$ cat config.mk
export PLATFORM = sky130hd
export DESIGN_NAME = switch_core_ur
export DESIGN_NICKNAME = d
export VERILOG_FILES = /design/src/sw_core_pkg.sv /design/src/intx_map.sv /design/src/switch_core_ur.sv
export SDC_FILE = /design/constraint.sdc
export NUM_CORES = 1
export LEC_CHECK = 0
export ABC_AREA = 1
export BUFFER_PORTS_ARGS = -buffer_cell sky130_fd_sc_hd__buf_2
export CAP_MARGIN = 10
export CORE_MARGIN = 2
export CORE_UTILIZATION = 42
export CTS_CLUSTER_SIZE = 14
export DETAILED_ROUTE_END_ITERATION = 16
export GPL_TIMING_DRIVEN = 0
export HOLD_SLACK_MARGIN = 0.05
export PLACE_DENSITY = 0.82
export SYNTH_ARGS = -nofsm -noshare
export SYNTH_HDL_FRONTEND = slang
export SYNTH_SLANG_ARGS = --single-unit
export TNS_END_PERCENT = 100
$ cat constraint.sdc
create_clock -name core_clk_i -period 1.6 [get_ports core_clk_i]
set_input_delay 0 -clock core_clk_i [delete_from_list [all_inputs] [get_ports core_clk_i]]
set_output_delay 0 -clock core_clk_i [all_outputs]
set_load 0.02 [all_outputs]
$ cat src/sw_core_pkg.sv
// Package: constants and carrier types for the switch-core UR and INTx logic
package sw_core_pkg;

  // ****************************************************************
  // Port indices and INTx lanes
  // ****************************************************************
  localparam int unsigned NUM_INTX  = 4;
  localparam logic [1:0]  PORT_UP   = 2'h0;
  localparam logic [1:0]  PORT_DNB  = 2'h1;
  localparam logic [1:0]  PORT_DNC  = 2'h2;
  localparam logic [1:0]  PORT_NONE = 2'h3;

  // ****************************************************************
  // Pending UR completion slots and error-message collapse
  // ****************************************************************
  localparam int unsigned CPL_SLOTS   = 1;
  localparam logic [4:0]  ERR_CNT_MAX = 5'h1F;

  // Kinds of TLP as seen by the core
  typedef enum logic [2:0] {
    TLP_MEM = 3'h0,
    TLP_IO  = 3'h1,
    TLP_CFG0 = 3'h2,
    TLP_CFG1 = 3'h3,
    TLP_MSG_ADDR = 3'h4,
    TLP_MSG_ID   = 3'h5,
    TLP_MSG_BCAST = 3'h6,
    TLP_CPL  = 3'h7
  } tlp_kind_t;

  // Decoded header of an incoming TLP, with routing results from the
  // address and ID decoders of the port bridges
  typedef struct packed {
    logic       valid;
    logic [1:0] src_port;
    tlp_kind_t  kind;
    logic       non_posted;
    logic       hit_up_win;     // Address hits upstream memory or I/O window
    logic [1:0] hit_dn_win;     // Address hits port B / port C window
    logic       id_route_hit;   // ID routed to some port
    logic [1:0] id_dest;        // Port selected by ID route
    logic       id_to_primary;  // ID equals bridge primary bus number
    logic       dest_is_up;     // Address-routed destination is upstream
    logic [4:0] cfg_dev_num;    // Device number of a type 1 converted
    logic       vga_hit;        // TLP falls in the VGA region
    logic [15:0] tag_req_id;    // Requester tag and ID, echoed in completion
  } tlp_hdr_t;

  // Per-port bridge configuration state
  typedef struct packed {
    logic link_up;
    logic memory_space_enable;
    logic io_space_enable;
    logic bus_master_enable;
    logic vga_forward_enable;
    logic bridge_init;          // Bridge configured by software
    logic bus_enumerated;
    logic pri_eq_sec;           // Primary bus number equals secondary
  } port_cfg_t;

  // UR completion request to a port stack
  typedef struct packed {
    logic        valid;
    logic [1:0]  port;
    logic [15:0] tag_req_id;
  } ur_cpl_t;

  // INTx virtual-wire message to the upstream stack
  typedef struct packed {
    logic       valid;
    logic       assert_msg;     // 1 Assert_INTx, 0 Deassert_INTx
    logic [1:0] lane;           // 0=A .. 3=D
  } intx_msg_t;

endpackage : sw_core_pkg

$ cat src/intx_map.sv
// INTx aggregation of downstream virtual wires onto the upstream port
`timescale 1ns/1ps
`default_nettype none
module intx_map
  import sw_core_pkg::*;
(
  // Clock and reset
  input  wire logic                core_clk_i,
  input  wire logic                srst_i,
  // Downstream wires and link state
  input  wire logic [NUM_INTX-1:0] intx_b_i,
  input  wire logic [NUM_INTX-1:0] intx_c_i,
  input  wire logic                link_up_b_i,
  input  wire logic                link_up_c_i,
  // Message handshake with upstream stack
  input  wire logic                msg_ready_i,
  output logic [NUM_INTX-1:0]      agg_o,
  output intx_msg_t                msg_o
);

  // ****************************************************************
  // Mapping and link-down gating
  // ****************************************************************
  logic [NUM_INTX-1:0] b_eff;
  logic [NUM_INTX-1:0] c_eff;
  logic [NUM_INTX-1:0] agg_nxt;
  logic [NUM_INTX-1:0] agg_r;
  logic [NUM_INTX-1:0] sent_r;
  logic [NUM_INTX-1:0] sent_nxt;
  intx_msg_t           msg_r;
  intx_msg_t           msg_nxt;

  // Wires of a port in link-down read as deasserted
  always_comb begin
    b_eff = link_up_b_i ? intx_b_i : '0;
    c_eff = link_up_c_i ? intx_c_i : '0;
  end

  // Only the upstream bridge rotates; port B is device 0, C device 1
  for (genvar i = 0; i < NUM_INTX; i++) begin : g_map
    assign agg_nxt[i] = b_eff[i] | c_eff[(i + 3) % 4];
  end

  // ****************************************************************
  // Message generation on edges of the aggregate
  // ****************************************************************
  // Sent state tracks what the root believes; one message per edge
  always_comb begin
    sent_nxt = sent_r;
    msg_nxt  = msg_r;
    if (msg_r.valid && msg_ready_i) begin
      msg_nxt.valid = 1'b0;
    end
    if (!msg_nxt.valid) begin
      for (int j = NUM_INTX - 1; j >= 0; j--) begin
        if (agg_r[j] != sent_r[j]) begin
          msg_nxt.valid      = 1'b1;
          msg_nxt.assert_msg = agg_r[j];
          msg_nxt.lane       = 2'(j);
        end
      end
      if (msg_nxt.valid) begin
        sent_nxt[msg_nxt.lane] = msg_nxt.assert_msg;
      end
    end
  end

  // Registers
  always_ff @(posedge core_clk_i) begin
    if (srst_i) begin
      agg_r  <= '0;
      sent_r <= '0;
      msg_r  <= '0;
    end else begin
      agg_r  <= agg_nxt;
      sent_r <= sent_nxt;
      msg_r  <= msg_nxt;
    end
  end

  assign agg_o = agg_r;
  assign msg_o = msg_r;
endmodule : intx_map
`default_nettype wire

$ cat src/switch_core_ur.sv
// Switch core: UR classification, UR completions, error messages, INTx
`timescale 1ns/1ps
`default_nettype none
module switch_core_ur
  import sw_core_pkg::*;
(
  // Clock and reset
  input  wire logic                core_clk_i,
  input  wire logic                srst_i,
  // Incoming decoded TLP
  input  wire tlp_hdr_t            tlp_i,
  // Bridge state of port A (up), B and C
  input  wire port_cfg_t           cfg_up_i,
  input  wire port_cfg_t           cfg_b_i,
  input  wire port_cfg_t           cfg_c_i,
  // UR completion and error message handshakes
  input  wire logic                cpl_ready_i,
  input  wire logic                err_ready_i,
  output ur_cpl_t                  cpl_o,
  output logic                     err_msg_o,
  output logic [4:0]               err_merged_o,
  // Status per port: sticky UR detected, forward decision
  output logic [2:0]               ur_status_o,
  output logic                     fwd_o,
  output logic                     discard_o,
  output logic                     cpl_dropped_o,
  // INTx
  input  wire logic [NUM_INTX-1:0] intx_b_i,
  input  wire logic [NUM_INTX-1:0] intx_c_i,
  input  wire logic                intx_ready_i,
  output logic [NUM_INTX-1:0]      intx_agg_o,
  output intx_msg_t                intx_msg_o
);

  // ****************************************************************
  // Destination resolution
  // ****************************************************************
  logic      from_up;
  logic [1:0] dest;
  logic      dest_valid;
  port_cfg_t dcfg;
  logic      dest_disabled;
  logic      is_ur;

  // Pick destination port from address or ID decoders
  always_comb begin
    from_up    = (tlp_i.src_port == PORT_UP);
    dest       = PORT_NONE;
    dest_valid = 1'b0;
    if (tlp_i.kind == TLP_MSG_ID || tlp_i.kind == TLP_CPL ||
        tlp_i.kind == TLP_CFG1) begin
      dest_valid = tlp_i.id_route_hit;
      dest       = tlp_i.id_dest;
    end else if (tlp_i.hit_dn_win[0]) begin
      dest_valid = 1'b1;
      dest       = PORT_DNB;
    end else if (tlp_i.hit_dn_win[1]) begin
      dest_valid = 1'b1;
      dest       = PORT_DNC;
    end else if (!from_up && tlp_i.dest_is_up) begin
      dest_valid = 1'b1;
      dest       = PORT_UP;
    end
    case (dest)
      PORT_UP:  dcfg = cfg_up_i;
      PORT_DNB: dcfg = cfg_b_i;
      PORT_DNC: dcfg = cfg_c_i;
      default:  dcfg = '0;
    endcase
    // Enables of a downstream port live in the upstream command reg
    dest_disabled = (dest != PORT_UP) && dest_valid &&
                    (!dcfg.link_up ||
                     (tlp_i.kind == TLP_MEM && !cfg_up_i.memory_space_enable) ||
                     (tlp_i.kind == TLP_IO && !cfg_up_i.io_space_enable));
  end

  // ****************************************************************
  // UR classification
  // ****************************************************************
  logic addr_routed;
  logic src_init;

  always_comb begin
    addr_routed = (tlp_i.kind == TLP_MEM) || (tlp_i.kind == TLP_IO) ||
                  (tlp_i.kind == TLP_MSG_ADDR);
    src_init    = (tlp_i.src_port == PORT_UP)  ? cfg_up_i.bridge_init :
                  (tlp_i.src_port == PORT_DNB) ? cfg_b_i.bridge_init :
                                                 cfg_c_i.bridge_init;
    is_ur = 1'b0;
    if (tlp_i.kind == TLP_MSG_ADDR && !src_init)
      is_ur = 1'b1;
    if (addr_routed && tlp_i.hit_up_win && tlp_i.hit_dn_win == 2'h0)
      is_ur = 1'b1;
    if (!dest_valid && tlp_i.kind != TLP_MSG_BCAST && tlp_i.kind != TLP_CFG0)
      is_ur = 1'b1;
    if (dest_disabled)
      is_ur = 1'b1;
    if (from_up) begin
      if (tlp_i.kind == TLP_CFG0)
        is_ur = 1'b1;
      if (tlp_i.kind == TLP_CFG1 && dest != PORT_UP &&
          tlp_i.cfg_dev_num != 5'h00)
        is_ur = 1'b1;
      if (addr_routed && tlp_i.dest_is_up)
        is_ur = 1'b1;
      if (tlp_i.vga_hit && cfg_up_i.vga_forward_enable &&
          !cfg_b_i.vga_forward_enable && !cfg_c_i.vga_forward_enable &&
          tlp_i.hit_dn_win == 2'h0)
        is_ur = 1'b1;
    end else begin
      if (tlp_i.kind == TLP_MSG_ID && tlp_i.id_to_primary &&
          cfg_up_i.bus_enumerated)
        is_ur = 1'b1;
      if (tlp_i.kind == TLP_CFG0 || tlp_i.kind == TLP_CFG1)
        is_ur = 1'b1;
      if (tlp_i.kind == TLP_MSG_ID && dest_valid && dcfg.pri_eq_sec)
        is_ur = 1'b1;
      if (tlp_i.kind == TLP_MSG_BCAST)
        is_ur = 1'b1;
      if (tlp_i.vga_hit &&
          ((tlp_i.src_port == PORT_DNB && cfg_b_i.vga_forward_enable) ||
           (tlp_i.src_port == PORT_DNC && cfg_c_i.vga_forward_enable)))
        is_ur = 1'b1;
      if (dest == PORT_UP && dest_valid && !cfg_up_i.bus_master_enable)
        is_ur = 1'b1;
    end
  end

  // ****************************************************************
  // Completion slot, error collapse and status
  // ****************************************************************
  // One completion slot is shared by all ports; a UR completion that finds it
  // still pending is not queued and falls under the drop path
  ur_cpl_t    cpl_r, cpl_nxt;
  logic       err_r, err_nxt;
  logic [4:0] merged_r, merged_nxt;
  logic [2:0] stat_r, stat_nxt;
  logic       fwd_r, fwd_nxt;
  logic       disc_r, disc_nxt;
  logic       drop_r, drop_nxt;
  logic       ur_ev;

  always_comb begin
    ur_ev      = tlp_i.valid && is_ur;
    cpl_nxt    = cpl_r;
    err_nxt    = err_r;
    merged_nxt = merged_r;
    stat_nxt   = stat_r;
    fwd_nxt    = tlp_i.valid && !is_ur;
    disc_nxt   = ur_ev && !tlp_i.non_posted;
    drop_nxt   = 1'b0;
    if (cpl_r.valid && cpl_ready_i)
      cpl_nxt.valid = 1'b0;
    if (err_r && err_ready_i) begin
      err_nxt    = 1'b0;
      merged_nxt = 5'h00;
    end
    if (ur_ev) begin
      stat_nxt[tlp_i.src_port] = 1'b1;
      err_nxt = 1'b1;
      if (merged_nxt != ERR_CNT_MAX)
        merged_nxt = merged_nxt + 5'h01;
      if (tlp_i.non_posted) begin
        if (!cpl_nxt.valid) begin
          cpl_nxt.valid      = 1'b1;
          cpl_nxt.port       = tlp_i.src_port;
          cpl_nxt.tag_req_id = tlp_i.tag_req_id;
        end else begin
          drop_nxt = 1'b1;
        end
      end
    end
  end

  always_ff @(posedge core_clk_i) begin
    if (srst_i) begin
      cpl_r    <= '0;
      err_r    <= 1'b0;
      merged_r <= 5'h00;
      stat_r   <= 3'h0;
      fwd_r    <= 1'b0;
      disc_r   <= 1'b0;
      drop_r   <= 1'b0;
    end else begin
      cpl_r    <= cpl_nxt;
      err_r    <= err_nxt;
      merged_r <= merged_nxt;
      stat_r   <= stat_nxt;
      fwd_r    <= fwd_nxt;
      disc_r   <= disc_nxt;
      drop_r   <= drop_nxt;
    end
  end

  assign cpl_o         = cpl_r;
  assign err_msg_o     = err_r;
  assign err_merged_o  = merged_r;
  assign ur_status_o   = stat_r;
  assign fwd_o         = fwd_r;
  assign discard_o     = disc_r;
  assign cpl_dropped_o = drop_r;

  // ****************************************************************
  // INTx aggregation
  // ****************************************************************
  intx_map u_intx (
    .core_clk_i  (core_clk_i),
    .srst_i      (srst_i),
    .intx_b_i    (intx_b_i),
    .intx_c_i    (intx_c_i),
    .link_up_b_i (cfg_b_i.link_up),
    .link_up_c_i (cfg_c_i.link_up),
    .msg_ready_i (intx_ready_i),
    .agg_o       (intx_agg_o),
    .msg_o       (intx_msg_o)
  );
endmodule : switch_core_ur
`default_nettype wire
## Word-level counts from Yosys, hierarchy flattened

Index checks and enable logic that the tools add are counted.

| storage, ports and cells | value |
|---|---|
| output and inout bits | 39 |
| bits of input ports | 74 |
| register bits after elaboration | 43 |
| word-level logic and storage cells | 159 |

| cells by class | value |
|---|---|
| bitwise gates (word level) | 9 |
| equal/unequal tests | 18 |
| magnitude comparators | 4 |
| reduce and logical (&&, ||, !) cells | 63 |
| mux-type cells | 50 |
| add/subtract/negate cells | 1 |

Operators with widths:

| kind | count |
|---|---|
| two-way mux 19 bit | 2 |
| logical AND 1 bit | 34 |
| two-way mux 4 bit | 8 |
| two-way mux 1 bit | 28 |
| case mux 8 bit (3 select lines) | 1 |
| two-way mux 18 bit | 1 |
| two-way mux 5 bit | 3 |
| == test 3 bit (second input constant) | 4 |
| zero test 1 bit | 11 |
| logical OR 1 bit | 8 |
| two-way mux 2 bit | 4 |
| == test 3 x 2 -> 1 bit (second input constant) | 2 |
| zero test 2 bit | 3 |
| < comparator 2 x 3 -> 1 bit (second input constant) | 2 |
| adder 5 x 1 -> 5 bit (second input constant) | 1 |
| != test 5 bit (second input constant) | 1 |
| nonzero test 5 bit | 1 |
| bitwise mux 4 bit | 1 |
| demux 1 bit (select 2 bit) | 2 |
| == test 2 x 1 -> 1 bit (second input constant) | 2 |
| == test 2 bit (second input constant) | 2 |
| >= comparator 2 x 1 -> 1 bit (second input constant) | 2 |
| != test 1 bit | 4 |
| NOT 1 bit | 4 |
| 10 further kinds | 14 |

## Logic depth before layout (Yosys ltp)

Gate-level depths: netlist of the first run.

| depth | value |
|---|---|
| depth after elaboration | 24 |
| depth in mapped cells | 18 |

## Modules after synthesis

A second synthesis of the first run with hierarchy kept.

| second synthesis, totals | value |
|---|---|
| cells, all modules | 417 |
| area, all modules | 2,586.2 um^2 |

Modules (own cells, without submodules):

| module | seq. area each (um^2) | instances | area each (um^2) | cells each |
|---|---|---|---|---|
| switch_core_ur | 620.6 | 1 | 1,910.6 | 314 |
| intx_map | 240.2 | 1 | 675.6 | 103 |

## Least setup slack after synthesis of the first run

No wires, ideal clock.

| timing path | value |
|---|---|
| path type | reg-to-reg |
| from | reg err_r, in the netlist err_msg_o |
| to | reg merged_r[1], in the netlist err_merged_o[1] |
| library setup time | 70 ps |
| arrival | 1,630 ps |
| cell stages (with the launch flop) | 11 |
| setup slack | -101 ps |
| path through | dfxtp_1 nand2_1 inv_1 nor2_1 ha_1 inv_1 nor3_1 nand2_1 o21ai_0 nand3_1 a21oi_1 |

| between the ends | value |
|---|---|
| word-level cells in the longest chain between the ends | 5 |

RTL lines:

| item | RTL line | source |
|---|---|---|
| start, declared | switch_core_ur.sv:135 | `logic err_r, err_nxt;` |
| start signal, assigned | switch_core_ur.sv:186 | `err_r <= err_nxt;` |
| logical AND 1 bit (*) | switch_core_ur.sv:154 | `if (err_r && err_ready_i) begin` |
| two-way mux 5 bit (*) | switch_core_ur.sv:154 |  |
| adder 5 x 1 -> 5 bit / != test 5 bit (equally long branches) | switch_core_ur.sv:162, switch_core_ur.sv:161 |  |
| two-way mux 5 bit | switch_core_ur.sv:161 | `if (merged_nxt != ERR_CNT_MAX)` |
| two-way mux 5 bit (*) | switch_core_ur.sv:158 | `if (ur_ev) begin` |
| end signal, assigned | switch_core_ur.sv:187 | `merged_r <= merged_nxt;` |
| end, declared | switch_core_ur.sv:136 | `logic [4:0] merged_r, merged_nxt;` |

Every way passes the cells marked *; elsewhere a longest branch is shown, timed or not.
A chain may end at the register's enable or synchronous reset.

## Worst setup path after layout of the first run

| timing path | value |
|---|---|
| from | reg u_intx.agg_r[0], in the netlist u_intx.agg_o[0] |
| to | reg u_intx.sent_r[3] |

| between the ends | value |
|---|---|
| word-level cells in the longest chain between the ends | 8 |

RTL lines:

| item | RTL line | source |
|---|---|---|
| start, declared | intx_map.sv:27 | `logic [NUM_INTX-1:0] agg_r;` |
| start signal, assigned | intx_map.sv:75 | `agg_r <= agg_nxt;` |
| != test 1 bit | intx_map.sv:56 | `if (agg_r[j] != sent_r[j]) begin` |
| two-way mux 4 bit (*) | intx_map.sv:56 |  |
| two-way mux 4 bit (*) | intx_map.sv:54 | `if (!msg_nxt.valid) begin` |
| < comparator 2 x 3 -> 1 bit (not written as such) / >= comparator 2 x 1 -> 1 bit (equally long branches) | intx_map.sv:63 | `sent_nxt[msg_nxt.lane] = msg_nxt.assert_msg;` |
| logical AND 1 bit (not written as such) | intx_map.sv:63 |  |
| two-way mux 1 bit (not written as such) | intx_map.sv:63 |  |
| demux 1 bit (select 2 bit) | -- |  |
| bitwise mux 4 bit | intx_map.sv:63 |  |
| end signal, assigned | intx_map.sv:76 | `sent_r <= sent_nxt;` |
| end, declared | intx_map.sv:28 | `logic [NUM_INTX-1:0] sent_r;` |

Every way passes the cells marked *; elsewhere a longest branch is shown, timed or not. The select of a mux whose other input is x is not followed.

==> results.md, run 1 <==
* Congestion Overflow GR at 0
* Max cap viols at 0
* Dominant synthesized flop cell: dfxtp_1
* LEAKAGE at 0.002007 uW
* Final ANT Viol Nets at 0
* Fmax at 636.6 MHz
* # DRC at 0
* Cells after Synth at 394
* Slew @ Worst Pin at 508.1 ps
* Final GP Congestion at 0.8322
* WP data arrival at 1790 ps
* CP Buf/Inv Count at 3
* Number of global-route vias before repair at 2774
* CP cell instances: inv_2, nor2_1, nor2_1, inv_2, a21oi_1, inv_1, nor2_2, o21ai_0, a21oi_1
* Global-route wire length before repair at 11480 um
* Flops & latches, synth at 43
* Area Overhead vs Synth at 51.20%
* DR vias at 2950
* Number of synthesized flops with an enable pin at 0
* Post-Syn Area per Cell at 6.215 um2
* N_diodes at 0
* CP endpoint kind: flip-flop
* Hold Path Class: primary input to flip-flop
* Ratio of cells with drive above 1 in the final layout at 0.3035
* GRT Overall Usage at 0.2225
* VDD IR max at 0.4386 mV
* Initial core utilization at 0.4393
* Overall die width at 80.36 um
* Core ar. at 5574 um2
* Ys async rst share at 0
* Setup TNS at 0 ps
* Fin nets at 621
* Cell family with most CP delay: compound AO/OA/AOI/OAI gates
* Pwr Density at 884.7 nW/um2
* CTS Sinks at 43
* Root buffer cell: clkbuf_8
* Worst Path Max Fanout at 4
* Clock buffer depth at 2
* Critical Path RT at 1820 ps
* First drt pass iteration count at 4
* Slew Viols, Final at 0
* Final wirelength at 7576 um
* Dpl cell area at 3055 um2
* Setup crit start: u_intx.agg_o[0]$_SDFF_PP0_
* Hold wc startpoint: tlp_i[8]
* CP peak stage delay at 370 ps
* Crit share post-route at 0.9817
* Cts bufs inserted at 5
* # port buffers at 101
* Shortest period the worst path allows at 1571 ps
* CTS tree: yes
* Clk slew on worst S/H paths at 80 ps
* CP Class: flip-flop to flip-flop
* Status: finished, final reports clean
* Clk Latency, worst-skew pair at 290 ps
* Dpl hpwl at 4901 um
* Post-route cell area at 3702 um2
* Initial antenna violation count at 0
* Vias/cell at 4.766
* Relative slew slack at 0.6612
* Sequential area share after synthesis at 0.3516
* Crit path max-delay cell type: dfxtp_4
* Netlist cell types at 33
* Syn Std Cell Area at 2449 um2
* Final setup viols at 0
* Ys Warns at 0
* Worst r2r src: u_intx.agg_o[0]$_SDFF_PP0_
* Row count at 27
* Iteration-0 DRC Markers at 142
* Chip Height at 80.36 um
* Pin count of the biggest net entering global routing at 14
* Routed wire per std cell at 12.24 um
* Final hold vios at 0
* Clock Skew at 8.339 ps
* Syn nets at 469
* RSZ-0062 raised after global routing: yes
* Die ar. at 6457 um2
* Io pins at 113
* CP startpoint kind: flip-flop
* H-tree Lvls at 2
-- final cells by class --
class                           count  area (um2)
Clock inverter                      2       35.03
Inverter                           89       334.1
Clock buffer                        6       82.58
Multi-Input combinational cell    251        1291
Sequential cell                    43       870.8
Timing Repair Buffer              145       938.4
Buffer                             11       60.06
Fill cell                         466        1872
Tap cell                           72       90.09
-- cells by family after synthesis --
kind of cell / share of synthesized area
buffers and inverters: 0.1594
and+or+nand+nor: 0.3608
adders and majority gates: 0.005109
xor gates and xnor gates: 0.01788
DFF: 0.3516
AOI/OAI and AO/OA: 0.1053
-- metal layers --
layer | GRT usage | part of all wire | up-vias
li1 | - | - | 1511
met1 | 0.2452 | 0.40 | 1303
met2 | 0.4150 | 0.52 | 113
met3 | 0.03596 | 0.051 | 23
met4 | 0.09831 | 0.030 | 0
met5 | 0 | 0 | -
-- cells in the final DEF, fill, tap and decap left out, types with 2 or more instances in the layout --
master / Yosys / layout
buf_1: 2 / 2
clkbuf_1: 4 / 3
dlygate4sd3_1: 0 / 36
nor3_1: 4 / 3
buf_4: 1 / 9
clkbuf_8: 0 / 6
nand3_1: 20 / 19
o21ai_2: 0 / 2
nor2_2: 3 / 6
inv_1: 83 / 76
dfxtp_2: 0 / 2
nor2_4: 3 / 5
nand2_1: 99 / 93
a21oi_1: 22 / 22
nand2_4: 1 / 2
xor2_1: 4 / 3
o21ai_0: 12 / 10
dfxtp_1: 43 / 39
nor2_1: 46 / 41
o21a_1: 2 / 2
inv_2: 4 / 11
buf_2: 3 / 103
nand4_1: 21 / 21
dfxtp_4: 0 / 2
o211ai_1: 2 / 2
clkinv_1: 2 / 2
nand2_2: 1 / 6
-- synth_stat cells, types with 2 or more instances --
| cell type | count | share of area |
|---|---|---|
| a21oi_1 | 22 | 0.045 |
| a21oi_2 | 2 | 0.0072 |
| buf_1 | 2 | 0.0031 |
| buf_2 | 3 | 0.0061 |
| clkbuf_1 | 4 | 0.0061 |
| clkinv_1 | 2 | 0.0031 |
| dfxtp_1 | 43 | 0.35 |
| inv_1 | 83 | 0.13 |
| inv_2 | 4 | 0.0061 |
| nand2_1 | 99 | 0.15 |
| nand3_1 | 20 | 0.041 |
| nand4_1 | 21 | 0.054 |
| nor2_1 | 46 | 0.071 |
| nor2_2 | 3 | 0.0077 |
| nor2_4 | 3 | 0.014 |
| nor3_1 | 4 | 0.0082 |
| o211ai_1 | 2 | 0.0061 |
| o21a_1 | 2 | 0.0061 |
| o21ai_0 | 12 | 0.025 |
| xor2_1 | 4 | 0.014 |
-- state kept, by name (all words and copies together) (netlist names) --
signal and flops:
fwd_o 1, cpl_o 19, u_intx.agg_o 4, u_intx.sent_r 4, cpl_dropped_o 1, discard_o 1
ur_status_o 3, u_intx.msg_o 4, err_msg_o 1, err_merged_o 5
-- final timing paths --
path                                    to  slack [ps]  cells after the start
max          u_intx.sent_r[3]$_SDFFE_PP0P_          30                      9
min                  cpl_o[8]$_SDFFE_PP0P_          60                      5
max reg2reg  u_intx.sent_r[3]$_SDFFE_PP0P_          30                      9
min reg2reg    ur_status_o[1]$_SDFFE_PP0N_         460                      2
-- metrics by stage --
step | setup WS (ps) | power (uW) | hold slack [ps] | utilization | std cells
2_1_floorplan | 27.15 | 1911 | 69.41 | - | 394
3_3_place_gp | -212.0 | 2179 | 194.5 | 0.5481 | 567
3_5_place_dp | -272.7 | 2207 | 199.7 | 0.5481 | 567
4_1_cts | 17.50 | 3157 | 52.11 | 0.6359 | 611
5_1_grt | -81.21 | 3457 | 104.2 | 0.6642 | 619
6_report | 29.22 | 3276 | 55.88 | 0.6642 | 619
-- worst register-to-register path, cell delays in order, from the launching register on --
cell and delay, ps:
dfxtp_4 370, inv_2 60, nor2_1 40, nor2_1 170, inv_2 90, a21oi_1 260
inv_1 120, nor2_2 150, o21ai_0 100, a21oi_1 140
-- report_power, final --
group / switching [uW] / total [uW] / internal (uW)
sequential: 80.0 / 1270 / 1190
combinational: 676 / 1130 / 455
clock: 374 / 879 / 505
-- repair_timing --
| item | CTS | global route |
|---|---|---|
| hold buffers | 35 | 1 |
| setup endpoints to repair | 2 | 35 |
| buffers inserted | 1 | 7 |
| gates cloned | 0 | 0 |
| pin swaps | 5 | 13 |
| resized for setup | 7 | 31 |
| endpoints found under the hold margin | 25 | 1 |
Power figures use the tool's default switching activity.
==> run 2, diff against run 1 <==
--- a/config.mk
+++ b/config.mk
@@ -9,12 +9,12 @@
 export BUFFER_PORTS_ARGS = -buffer_cell sky130_fd_sc_hd__buf_2
 export CAP_MARGIN = 10
 export CORE_MARGIN = 2
-export CORE_UTILIZATION = 42
+export CORE_UTILIZATION = 47
 export CTS_CLUSTER_SIZE = 14
 export DETAILED_ROUTE_END_ITERATION = 16
 export GPL_TIMING_DRIVEN = 0
 export HOLD_SLACK_MARGIN = 0.05
-export PLACE_DENSITY = 0.82
+export PLACE_DENSITY = 0.86
 export SYNTH_ARGS = -nofsm -noshare
 export SYNTH_HDL_FRONTEND = slang
 export SYNTH_SLANG_ARGS = --single-unit
==> constraint.sdc (replaced) <==
create_clock -name core_clk_i -period 1.8 [get_ports core_clk_i]
set_input_delay 0 -clock core_clk_i [delete_from_list [all_inputs] [get_ports core_clk_i]]
set_output_delay 0 -clock core_clk_i [all_outputs]
set_load 0.02 [all_outputs]
==> run 2 against run 1 <==
Count of clock-buffer cells in the layout unchanged. Global-route usage increased by 1.9 points. Critical path depth decreased by 3. Sequential share of layout area increased by 1.1 points. Sequential power decreased by 12%. Total power decreased by 16%. Design area decreased by 5.5%. Largest power group unchanged.
==> results.md, run 2 (synthesized netlist as in run 1, its figures left out) <==
* Final ANT Viol Nets at 0 (unchanged)
* Core ar. at 5075 um2 (-9.0%)
* Row count at 26 (-3.7%)
* Final GP Congestion at 0.8761 (+5.3%)
* Status: finished, final reports clean
* Pwr Density at 783.6 nW/um2 (-11%)
* Vias/cell at 4.792 (+0.55%)
* Die ar. at 5803 um2 (-10%)
* CP Class: primary input to flip-flop
* Reg2Reg Capture Point: err_merged_o[1]$_SDFF_PP0_
* DR vias at 2904 (-1.6%)
* Clk slew on worst S/H paths at 80 ps (about the same)
* Pre-CTS setup slack at -50.30 ps (+222.4 ps)
* Hold Path Class: primary input to flip-flop
* First drt pass iteration count at 4 (unchanged)
* Dpl hpwl at 4784 um (-2.4%)
* Root buffer cell: clkbuf_8
* Final core occ at 0.6896 (+0.02540)
* Critical Path RT at 1980 ps (+160 ps)
* Most common cell after layout, fill and taps aside: buf_2
* Final wirelength at 7016 um (-7.4%)
* Hold wc startpoint: tlp_i[34]
* Slew Viols, Final at 0 (unchanged)
* Final hold vios at 0 (unchanged)
* Cts bufs inserted at 5 (unchanged)
* Clock Skew at 4.433 ps (-3.905 ps)
* Fin nets at 611 (-1.6%)
* Post-route cell area at 3500 um2 (-5.5%)
* Fmax at 567.2 MHz
* Iteration-0 DRC Markers at 77 (-46%)
* Ratio of cells with drive above 1 in the final layout at 0.2481 (-0.05534)
* Initial antenna violation count at 0 (unchanged)
* Reg2reg setup slack at 130 ps (+100 ps)
* CTS Sinks at 43 (unchanged)
* Worst Path Max Fanout at 1 (-3)
* Overall die width at 76.18 um (-5.2%)
* Dpl cell area at 3042 um2 (-0.45%)
* Hold Path Cell Cnt at 4 (-1)
* Commonest cells after routing, fill and taps aside: buf_2, nand2_1, inv_1
* # DRC at 0 (unchanged)
* N_diodes at 0 (unchanged)
* Shortest period the worst path allows at 1763 ps
* Pin count of the biggest net entering global routing at 13 (-1)
* Slew @ Worst Pin at 499.8 ps (-8.372 ps)
* Congestion Overflow GR at 0 (unchanged)
* Worst r2r src: err_msg_o$_SDFFE_PP0P_
* Relative slew slack at 0.6668 (+0.005582)
* Routed wire per std cell at 11.58 um (-5.4%)
* Final setup viols at 0 (unchanged)
* Crit share post-route at 0.9796
* CTS tree: yes
* H-tree Lvls at 2 (unchanged)
* LEAKAGE at 0.001934 uW (-3.6%)
* WP data arrival at 1950 ps (+160 ps)
* Initial core utilization at 0.4825 (+0.04321)
* Hold endpoint: ur_status_o[2]$_SDFFE_PP0N_
* CP startpoint kind: primary input
* Worst reg-to-reg path cell count at 10 (+1)
* Fin worst setup slack at 36.81 ps (+7.592 ps)
* GRT Overall Usage at 0.2417 (+0.01920)
* Global-route wire length before repair at 11760 um (+2.4%)
* Max cap viols at 0 (unchanged)
* Final cell count without fillers at 606 (-2.1%)
* Io pins at 113 (unchanged)
* Placed insts at 565 (-0.35%)
* Number of global-route vias before repair at 2761 (-0.47%)
* Fill count at 437 (-6.2%)
* # port buffers at 101 (unchanged)
* Area Overhead vs Synth at 42.92%
* CP endpoint kind: flip-flop
* Max FFs per register at 19 (unchanged)
* VDD IR max at 0.4333 mV (-1.2%)
* Clock buffer depth at 2 (unchanged)
* Clk Latency, worst-skew pair at 290 ps (about the same)
* Chip Height at 76.18 um (-5.2%)
run 2: power breakdown:
group / leakage, uW / internal [uW] / switching (uW) / total (uW)
registers: 0.000354 / 1050 / 63.4 / 1120
clock network: 0.0000513 / 407 / 325 / 732
logic: 0.00153 / 352 / 543 / 895
run 2: stage by stage:
step	setup TNS, ps	hold slack, ps	power (uW)
final	0	31.21	2742
after global routing	-6.443	69.51	2914
after floorplan	0	69.41	1696
after detailed placement	-510.8	179.6	1953
after CTS	0	69.40	2737
after global placement	0	188.4	1929
run 2: worst max-delay path by stage:
stage / from / end / slack [ps] / cells past startpoint
after global placement: tlp_i[34] / cpl_o[11]$_SDFFE_PP0P_ / 0.4 / 17
after detailed placement: tlp_i[34] / cpl_o[11]$_SDFFE_PP0P_ / -50 / 17
after CTS: err_msg_o$_SDFFE_PP0P_ / err_merged_o[1]$_SDFF_PP0_ / 9 / 10
final: intx_c_i[0] / u_intx.agg_o[1]$_SDFF_PP0_ / 40 / 6
after floorplan: err_msg_o$_SDFFE_PP0P_ / err_merged_o[1]$_SDFF_PP0_ / 100 / 10
after global routing: err_msg_o$_SDFFE_PP0P_ / err_merged_o[1]$_SDFF_PP0_ / -6 / 10
run 2: final cells by class:
class / count / area (um2) / share of cell area
Buffer: 11 / 56.30 / 0.01609
Multi-Input combinational cell: 251 / 1215 / 0.3472
Sequential cell: 43 / 860.8 / 0.2460
Timing Repair Buffer: 135 / 843.3 / 0.2410
Clock buffer: 6 / 72.57 / 0.02074
Tap cell: 70 / 87.58 / 0.02503
Inverter: 89 / 334.1 / 0.09546
Clock inverter: 1 / 30.03 / 0.008581
run 2: critical path, stage by stage:
cell           delay, ps
dlygate4sd3_1        560
buf_2                130
nand2_1               50
dlygate4sd3_1        570
a21oi_1               70
dlygate4sd3_1        580
run 2: per-layer routing:
| layer | track usage | up-vias | routed length (um) |
|---|---|---|---|
| li1 | - | 1491 | - |
| met5 | 0 | - | 0 |
| met4 | 0.1073 | 0 | 191 |
| met2 | 0.4375 | 127 | 3454 |
| met1 | 0.2746 | 1264 | 2909 |
| met3 | 0.04858 | 22 | 460 |
run 2: what timing repair did:
action	CTS	global route
endpoints found under the hold margin	28	0
hold buffers	33	0
setup endpoints to repair	2	9
buffers inserted	0	1
pin swaps	0	1
gates resized for setup	1	5
